<file path="config.mk">
export PLATFORM = sky130hd
export DESIGN_NAME = fsp_flash_security
export DESIGN_NICKNAME = d
export VERILOG_FILES = /design/src/rtl/fsp_pkg.sv /design/src/rtl/fsp_flash_security.sv
export VERILOG_INCLUDE_DIRS = /design/src /design/src/rtl
export SDC_FILE = /design/constraint.sdc
export NUM_CORES = 1
export LEC_CHECK = 0
export BUFFER_PORTS_ARGS = -buffer_cell sky130_fd_sc_hd__clkbuf_2
export CAP_MARGIN = 30
export CORE_MARGIN = 4
export CORE_UTILIZATION = 56
export CTS_CLUSTER_DIAMETER = 30
export CTS_CLUSTER_SIZE = 12
export DETAILED_ROUTE_END_ITERATION = 16
export GPL_TIMING_DRIVEN = 0
export PLACE_DENSITY = 0.88
export SETUP_SLACK_MARGIN = 0.15
export SLEW_MARGIN = 10
export SYNTH_ARGS = -nofsm -noshare
export SYNTH_HDL_FRONTEND = slang
export SYNTH_SLANG_ARGS = --single-unit
</file>
<file path="constraint.sdc">
create_clock -name core_clk -period 5.2 [get_ports core_clk]
set_clock_uncertainty 0.15 [all_clocks]
set_input_delay 0.26 -clock core_clk [delete_from_list [all_inputs] [get_ports core_clk]]
set_output_delay 0.26 -clock core_clk [all_outputs]
set_load 0.02 [all_outputs]
</file>
<file path="src/rtl/fsp_regs.svh">
// fsp_regs.svh: register offsets, field positions and reset values of the flash security block
// assumes: included by the package and the design file; definitions only
`ifndef FSP_REGS_SVH
`define FSP_REGS_SVH
// byte offsets on the local register port, chosen locally
`define FSP_OFF_PROT      3'h0
`define FSP_OFF_STAT      3'h1
`define FSP_OFF_CFG       3'h2
`define FSP_OFF_OPT       3'h3
// field positions
`define FSP_STAT_CBEF     7
`define FSP_STAT_CCF      6
`define FSP_STAT_MASK     8'hf4
`define FSP_CFG_KEY_MODE  5
`define FSP_OPT_KEY_EN    7
`define FSP_PROT_DIS      0
// security encoding meaning unsecured
`define FSP_SEC_OPEN      2'h2
`define FSP_KEY_BYTES     8
`define FSP_VEC_BLOCK     16'h0200
// reset values
`define FSP_STAT_RST      8'hc0
`define FSP_CFG_RST       8'h00
// busy time of one array command, in ns, and its cycles at 250 MHz
`define FSP_CMD_NS        40
`define FSP_CLK_MHZ       250
`define FSP_CMD_CYC       ((`FSP_CMD_NS * `FSP_CLK_MHZ + 999) / 1000)
`endif

</file>
<file path="src/rtl/fsp_pkg.sv">
// fsp_pkg.sv: types of the flash security block
// assumes: the register header, which it includes but does not use
`include "fsp_regs.svh"
package fsp_pkg;
  typedef enum logic [1:0] {
    FSP_IDLE = 2'b00,
    FSP_BUSY = 2'b01,
    FSP_NEXT = 2'b11
  } fsp_cmd_t;
endpackage

</file>
<file path="src/rtl/fsp_flash_security.sv">
// fsp_flash_security.sv: flash security, backdoor key, block protection and command flags
// assumes: nonvolatile bytes are stable from reset, cpu and debug register ports are on core_clk
//
// Functional notes
// - debug module enable refused while secure
// - secure: background entry only via pin
// - key disabled leaves only full erase
// - key mode turns key writes into compares
// - no key writes on adjacent cycles
// - key match on exit sets unsecured
// - key accepted only from ram code
// - key lives in protected vector block
// - protect register writable only by debug
// - blank check pass unsecures until reset
// - reset loads protect register from nvm
// - select field gives unprotected end address
// - disable bit one protects no block
// - status bits 3,1,0 read zero
// - buffer empty flag launches, clears, buffers
// - complete flag sets when idle, ignores writes
`include "fsp_regs.svh"
module fsp_flash_security
  import fsp_pkg::*;
#(
  parameter int         ADDR_W = 16,
  parameter int         CMD_CYC = `FSP_CMD_CYC,
  parameter logic [15:0] FLASH_TOP = 16'hffff
)(
  input  wire logic              core_clk,
  input  wire logic              rst_n,
  input  wire logic [7:0]        nv_options_byte,
  input  wire logic [7:0]        nv_protect_byte,
  input  wire logic [63:0]       nv_backdoor_key,
  input  wire logic              background_mode_select_pin,
  input  wire logic              dbg_enable_req,
  input  wire logic              bgnd_entry_req,
  input  wire logic              reg_wr,
  input  wire logic              reg_rd,
  input  wire logic [2:0]        reg_addr,
  input  wire logic [7:0]        reg_wdata,
  input  wire logic              reg_from_debug,
  input  wire logic              reg_from_ram,
  output logic      [7:0]        reg_rdata,
  input  wire logic              flash_wr,
  input  wire logic [ADDR_W-1:0] flash_addr,
  input  wire logic [7:0]        flash_wdata,
  input  wire logic [ADDR_W-1:0] key_base_addr,
  input  wire logic              blank_check_done,
  input  wire logic              blank_check_pass,
  input  wire logic              cmd_burst,
  output logic                   flash_latch_wr,
  output logic                   cmd_start,
  output logic                   cmd_reject,
  output logic                   secure,
  output logic                   debug_enable,
  output logic                   bgnd_entry
);

  // ****************************************
  // pin synchroniser and reset capture
  // ****************************************
  logic       ms_meta_reg;
  logic       ms_sync_reg;
  logic       rst_seen_reg;
  logic       ms_low_at_reset_reg;
  always_ff @(posedge core_clk)
  begin
    ms_meta_reg <= background_mode_select_pin;
    ms_sync_reg <= ms_meta_reg;
  end

  // the pin is caught on the first clocked edge after release, never under reset itself
  always_ff @(posedge core_clk)
  begin
    if (!rst_n)
      rst_seen_reg <= 1'b0;
    else
      rst_seen_reg <= 1'b1;
  end
  always_ff @(posedge core_clk)
  begin
    if (!rst_n)
      ms_low_at_reset_reg <= 1'b0;
    else if (!rst_seen_reg)
      ms_low_at_reset_reg <= ~ms_sync_reg;
  end

  // ****************************************
  // security state
  // ****************************************
  logic [1:0] sec_bits_reg;
  logic [1:0] sec_bits_next;
  logic       loaded_reg;
  logic       key_match;
  logic       key_unlock;
  logic       blank_unlock;
  logic       key_enable;
  logic [7:0] opt_shadow_reg;
  assign key_enable = opt_shadow_reg[`FSP_OPT_KEY_EN];
  assign blank_unlock = blank_check_done & blank_check_pass & reg_from_debug;
  assign sec_bits_next = (key_unlock | blank_unlock) ? `FSP_SEC_OPEN : sec_bits_reg;

  always_ff @(posedge core_clk)
  begin
    if (!rst_n)
    begin
      loaded_reg     <= 1'b0;
      sec_bits_reg   <= 2'h0;
      opt_shadow_reg <= 8'h00;
    end
    else if (!loaded_reg)
    begin
      loaded_reg     <= 1'b1;
      sec_bits_reg   <= nv_options_byte[1:0];
      opt_shadow_reg <= nv_options_byte;
    end
    else
      sec_bits_reg <= sec_bits_next;
  end
  assign secure = ~loaded_reg | (sec_bits_reg != `FSP_SEC_OPEN);
  assign debug_enable = dbg_enable_req & ~secure;
  assign bgnd_entry = secure ? ms_low_at_reset_reg : bgnd_entry_req;

  // ****************************************
  // backdoor key capture
  // ****************************************
  logic       key_mode_reg;
  logic [7:0] key_ok_reg;
  logic       key_wr_hit;
  logic       key_wr_prev_reg;
  logic [2:0] key_idx;
  logic       cfg_wr;
  logic       key_mode_fall;
  logic [ADDR_W-1:0] key_off;
  assign key_off = flash_addr - key_base_addr;
  assign key_idx = key_off[2:0];
  // key mode writes to the key bytes never reach the array; ram-only and not back to back
  assign key_wr_hit = flash_wr & key_mode_reg & (key_off < ADDR_W'(`FSP_KEY_BYTES));
  assign cfg_wr = reg_wr & (reg_addr == `FSP_OFF_CFG) & reg_from_ram & ~reg_from_debug;
  assign key_mode_fall = cfg_wr & key_mode_reg & ~reg_wdata[`FSP_CFG_KEY_MODE];
  assign key_match = (key_ok_reg == 8'hff);
  assign key_unlock = key_mode_fall & key_enable & key_match;

  always_ff @(posedge core_clk)
  begin
    if (!rst_n)
    begin
      key_mode_reg    <= 1'b0;
      key_ok_reg      <= 8'h00;
      key_wr_prev_reg <= 1'b0;
    end
    else
    begin
      key_wr_prev_reg <= key_wr_hit;
      if (cfg_wr)
        key_mode_reg <= reg_wdata[`FSP_CFG_KEY_MODE] & key_enable;
      if (cfg_wr & reg_wdata[`FSP_CFG_KEY_MODE] & ~key_mode_reg)
        key_ok_reg <= 8'h00;
      else if (key_wr_hit & ~key_wr_prev_reg & reg_from_ram)
        key_ok_reg[key_idx] <= (flash_wdata == nv_backdoor_key[key_idx*8 +: 8]);
    end
  end

  // ****************************************
  // block protection
  // ****************************************
  logic [7:0] prot_reg;
  logic       prot_wr;
  logic       in_protected;
  logic [ADDR_W-1:0] prot_limit;
  assign prot_wr = reg_wr & (reg_addr == `FSP_OFF_PROT) & reg_from_debug;
  always_ff @(posedge core_clk)
  begin
    if (!rst_n)
      prot_reg <= 8'hff;
    else if (!loaded_reg)
      prot_reg <= nv_protect_byte;
    else if (prot_wr)
      prot_reg <= reg_wdata;
  end
  // select field gives the upper bits of the last unprotected address, 512-byte granules
  assign prot_limit = ADDR_W'({prot_reg[7:1], 9'h1ff});
  assign in_protected = ~prot_reg[`FSP_PROT_DIS] & (flash_addr > prot_limit);

  // ****************************************
  // command buffer and status flags
  // ****************************************
  fsp_cmd_t   cmd_state_reg;
  logic [15:0] busy_cnt_reg;
  logic       cbef_reg;
  logic       buffered_reg;
  logic       launch;
  logic       stat_wr;
  logic       ccf;
  assign flash_latch_wr = flash_wr & ~key_wr_hit & ~in_protected;
  assign cmd_reject = flash_wr & ~key_wr_hit & in_protected;
  assign stat_wr = reg_wr & (reg_addr == `FSP_OFF_STAT);
  assign launch = stat_wr & reg_wdata[`FSP_STAT_CBEF] & cbef_reg;
  assign cmd_start = launch;
  assign ccf = cbef_reg & (cmd_state_reg == FSP_IDLE);

  always_ff @(posedge core_clk)
  begin
    if (!rst_n)
    begin
      cmd_state_reg <= FSP_IDLE;
      busy_cnt_reg  <= 16'h0000;
      cbef_reg      <= 1'b1;
      buffered_reg  <= 1'b0;
    end
    else
    begin
      case (cmd_state_reg)
        FSP_IDLE:
          if (launch)
          begin
            cmd_state_reg <= FSP_BUSY;
            busy_cnt_reg  <= 16'(CMD_CYC);
            // a burst moves straight to the array, so the buffer is free for the next one
            cbef_reg      <= cmd_burst;
          end
        FSP_BUSY:
          if (launch & cmd_burst)
          begin
            buffered_reg <= 1'b1;
            cbef_reg     <= 1'b0;
          end
          else if (busy_cnt_reg <= 16'h0001)
            cmd_state_reg <= FSP_NEXT;
          else
            busy_cnt_reg <= busy_cnt_reg - 16'h0001;
        FSP_NEXT:
          if (buffered_reg)
          begin
            buffered_reg  <= 1'b0;
            cbef_reg      <= 1'b1;
            busy_cnt_reg  <= 16'(CMD_CYC);
            cmd_state_reg <= FSP_BUSY;
          end
          else
          begin
            cbef_reg      <= 1'b1;
            cmd_state_reg <= FSP_IDLE;
          end
        default:
          cmd_state_reg <= FSP_IDLE;
      endcase
    end
  end

  // ****************************************
  // read mux
  // ****************************************
  logic [7:0] stat_val;
  assign stat_val = {cbef_reg, ccf, 6'h00} & `FSP_STAT_MASK;
  always_ff @(posedge core_clk)
  begin
    if (!rst_n)
      reg_rdata <= 8'h00;
    else if (reg_rd)
      case (reg_addr)
        `FSP_OFF_PROT: reg_rdata <= prot_reg;
        `FSP_OFF_STAT: reg_rdata <= stat_val;
        `FSP_OFF_CFG:  reg_rdata <= {2'h0, key_mode_reg, 5'h00};
        `FSP_OFF_OPT:  reg_rdata <= {opt_shadow_reg[7:2], sec_bits_reg};
        default:       reg_rdata <= 8'h00;
      endcase
  end

  // ****************************************
  // checks
  // ****************************************
  chk_debug_secure: assert property (@(posedge core_clk) disable iff (!rst_n)
    secure |-> !debug_enable) else $error("debug enabled while secure");
  chk_key_no_prog: assert property (@(posedge core_clk) disable iff (!rst_n)
    key_wr_hit |-> !flash_latch_wr) else $error("key write reached array");
  chk_key_lock: assert property (@(posedge core_clk) disable iff (!rst_n)
    (loaded_reg && !key_enable && !blank_unlock && secure) |=> secure) else $error("unlock without key enable");
  chk_prot_app: assert property (@(posedge core_clk) disable iff (!rst_n)
    (loaded_reg && reg_wr && !reg_from_debug) |=> $stable(prot_reg)) else $error("app changed protection");
  chk_key_unlock: assert property (@(posedge core_clk) disable iff (!rst_n)
    (loaded_reg && key_unlock) |=> !secure) else $error("key match did not unsecure");
  chk_blank_unlock: assert property (@(posedge core_clk) disable iff (!rst_n)
    (loaded_reg && blank_unlock) |=> !secure) else $error("blank check did not unsecure");
  chk_prot_region: assert property (@(posedge core_clk) disable iff (!rst_n)
    (flash_wr && prot_reg[0]) |-> !cmd_reject) else $error("rejected with protection off");
  chk_stat_zero: assert property (@(posedge core_clk) disable iff (!rst_n)
    (reg_rd && reg_addr == `FSP_OFF_STAT) |=> (reg_rdata[3] == 1'b0) && (reg_rdata[1:0] == 2'h0))
    else $error("reserved status bit set");
  chk_ccf_clear: assert property (@(posedge core_clk) disable iff (!rst_n)
    launch |=> !ccf) else $error("complete flag not cleared");
  chk_cbef_launch: assert property (@(posedge core_clk) disable iff (!rst_n)
    (launch && cmd_burst && cmd_state_reg == FSP_BUSY) |=> !cbef_reg) else $error("buffer flag kept");
  chk_key_adjacent: assert property (@(posedge core_clk) disable iff (!rst_n)
    (key_wr_hit && key_wr_prev_reg && !cfg_wr) |=> $stable(key_ok_reg)) else $error("adjacent key write counted");
  cov_key_unlock:   cover property (@(posedge core_clk) disable iff (!rst_n) key_unlock);
  cov_blank_unlock: cover property (@(posedge core_clk) disable iff (!rst_n) blank_unlock);
  cov_burst:        cover property (@(posedge core_clk) disable iff (!rst_n) buffered_reg ##1 !buffered_reg);
  cov_reject:       cover property (@(posedge core_clk) disable iff (!rst_n) cmd_reject);
  cov_plain_cmd:    cover property (@(posedge core_clk) disable iff (!rst_n) launch && !cmd_burst);
endmodule

</file>
==> flow_summary.ini <==
[pwr]
power_mw = 2.02
p_seq_share_pct = 28.3
share_comb_of_total_power_pct = 42.5
p_sw_mw = 0.732
clockPowerShare_pct = 29.2
p_int_mw = 1.29
power.density_mw_per_mm2 = 342
p_leak_nw = 2.84
ir_drop_mv = 0.215
sw_frac_of_total_pct = 36.3

[critical_path]
r2r_setup_slack_ns = 2.55
required_ns = 4.79
setup.worst_path.class = primary input to output pin
path_max_fanout = 9
crit_arrival_ns = 3.33
endpoint_kind = output pin
cp-start-kind = primary input

[routing]
ant_nets = 0
vias = 5164
wl_per_cell_um = 16.0
drc = 0
routed_wl_um = 13900
first_pass_iters = 5
via_per_inst = 5.92
drtIter0Drc = 288

[synthesis]
synthCells = 592
avgSynthCellArea_um2 = 7.86
synth_top_area_share_pct = 25.0
synth_area_leaders = dfxtp_1, mux2i_1, ha_1, nor2_1, a21oi_1
async_reset_ff_share_pct = 0
synth.net_count = 764
ys_ff_latch = 58
synthesis.area_mm2 = 0.00465
synth.distinct_cells = 65
synth-edff-count = 0
yosys_most_used_dff = dfxtp_1
yosys_warnings = 0
yosys.area.top_type = dfxtp_1
yosysSeqAreaShare_pct = 25.0

[grt]
gr-total-overflow = 0
antenna_found_initial = 0
grt_pass1_wl_um = 22800
grt.busiest_layer = met2
grt_use_met1_pct = 33.1
grt.total_usage_pct = 28.0
grtUsageMet3_pct = 7.43
grt_pass1_vias = 5102
grt_max_degree = 11
use_met2_pct = 49.1

[placement]
place_congestion = 0.903
dpl.cell_count = 851
dpl_cell_area_mm2 = 0.00557
io_buffers = 156
hpwl_um = 11100

[clock_tree]
clock-sinks = 58
clock_latency_ns = 0.35
ctsRootBufferMaster = clkbuf_8
numCtsBuffers = 9
cts_buffer_depth = 2
cts_tree = done
path_clk_slew_ns = 0.06
htreeDepth = 3

[final_layout]
utilization_pct = 74.9
largest_reg_flops = 16
final_cell_mix = clkbuf_2, nor2_1, dfxtp_1, nand2_1
layout_commonest_cell = clkbuf_2
drive_above_1_share_pct = 26.1
nNetsFinal = 937
antenna_cells = 0
fin_area_mm2 = 0.00591
stdcell_count = 872
area_growth_pct = 26.9

[sta]
setup-violations-final = 0
finalCritPeriodShare_pct = 72.0
slew-limit-headroom_pct = 41.6
maxSlewViolCount = 0
fmax_mhz = 267
finalHoldViolCount = 0
finalSetupTns_ns = 0
tightest_slew_ns = 0.869
period_needed_ns = 3.74
rsz0062_at_grt = no

[die]
die_area_mm2 = 0.00983
coreArea_mm2 = 0.00789
io_pins = 158
die_h_um = 99.2
start_util_pct = 59.0
num_rows = 32
die_x_um = 99.2

[outcome]
outcome = completed

[run]
max_cap_violations = 0

[min_path]
hp-class = primary input to flop
==> metrics by stage <==
| step | hold slack (ns) | setup WS (ns) |
|---|---|---|
| 4_1_cts | 0.00954 | 1.46 |
| 6_report | 0.0121 | 1.46 |
| 2_1_floorplan | 0.138 | 1.94 |
| 5_1_grt | 0.0259 | 1.29 |
| 3_5_place_dp | 0.165 | 1.43 |
| 3_3_place_gp | 0.160 | 1.37 |
==> Yosys cell counts (all sizes together), types with 7 or more instances <==
cell type / count
a22oi: 8
xor2: 10
mux4: 8
nor4: 11
dfxtp: 58
ha: 27
o21ai: 28
nand2b: 8
nand4: 18
inv: 44
nand2: 51
nor3: 9
buf: 9
clkbuf: 13
o21a: 7
mux2i: 42
nor2b: 8
a21oi: 44
and3: 8
xnor2: 12
a211oi: 8
nor2: 70
nand3: 15
==> power by group through the flow <==
| stage | combinational [mW] | sequential, mW | clock (mW) |
|---|---|---|---|
| 2_1_floorplan | 0.637 | 0.566 | 0 |
| 3_3_place_gp | 0.805 | 0.573 | 0 |
| 3_5_place_dp | 0.840 | 0.579 | 0 |
| 4_1_cts | 0.852 | 0.570 | 0.594 |
| 5_1_grt | 0.958 | 0.580 | 0.618 |
| 6_report | 0.858 | 0.572 | 0.589 |
==> what timing repair did <==
item	in CTS	in global routing
hold buffers	5	0
buffers inserted	0	0
endpoints found under the hold margin	5	0
resized for setup	0	0
==> kinds of logic after synthesis <==
family                     count (synthesis)  synth area share, %
AOI/OAI and AO/OA                        135                 18.9
xor gates and xnor gates                  22                 4.30
adders and majority gates                 28                 7.69
buffers and inverters                     66                 5.59
DFF                                       58                 25.0
muxes                                     53                 13.6
and+or+nand+nor                          230                 24.9
==> final timing paths <==
kind / start / endpoint / cells after the start
max: flash_addr[0] / cmd_reject / 13
min: nv_options_byte[4] / opt_shadow_reg[4] / 3
min reg2reg: ms_meta_reg / ms_sync_reg / 0
max reg2reg: busy_cnt_reg[6] / busy_cnt_reg[9] / 7
==> layout make-up <==
class                           instances  area [um^2]
Clock inverter                          4          120
Inverter                               44          165
Timing Repair Buffer                  162          841
Buffer                                 22         95.1
Clock buffer                           12          165
Sequential cell                        58         1160
Tap cell                              102          128
Multi-Input combinational cell        468         3230
Fill cell                             620         1980
==> worst max-delay path, stage by stage <==
cell	delay, ns
clkbuf_2	0.09
inv_1	0.06
ha_1	0.15
inv_1	0.05
fa_1	0.45
a21o_1	0.23
a221oi_4	0.35
xnor2_1	0.13
or4b_1	0.57
nor4_4	0.40
nand3_1	0.20
and3_1	0.23
clkbuf_2	0.15
==> per-layer routing <==
metal  wire length, um  vias up
li1                  -     2497
met1              5450     2389
met2              6980      237
met3              1160       41
met4               346        0
met5                 0        -
No activity file was read; power rests on OpenSTA's default activity.
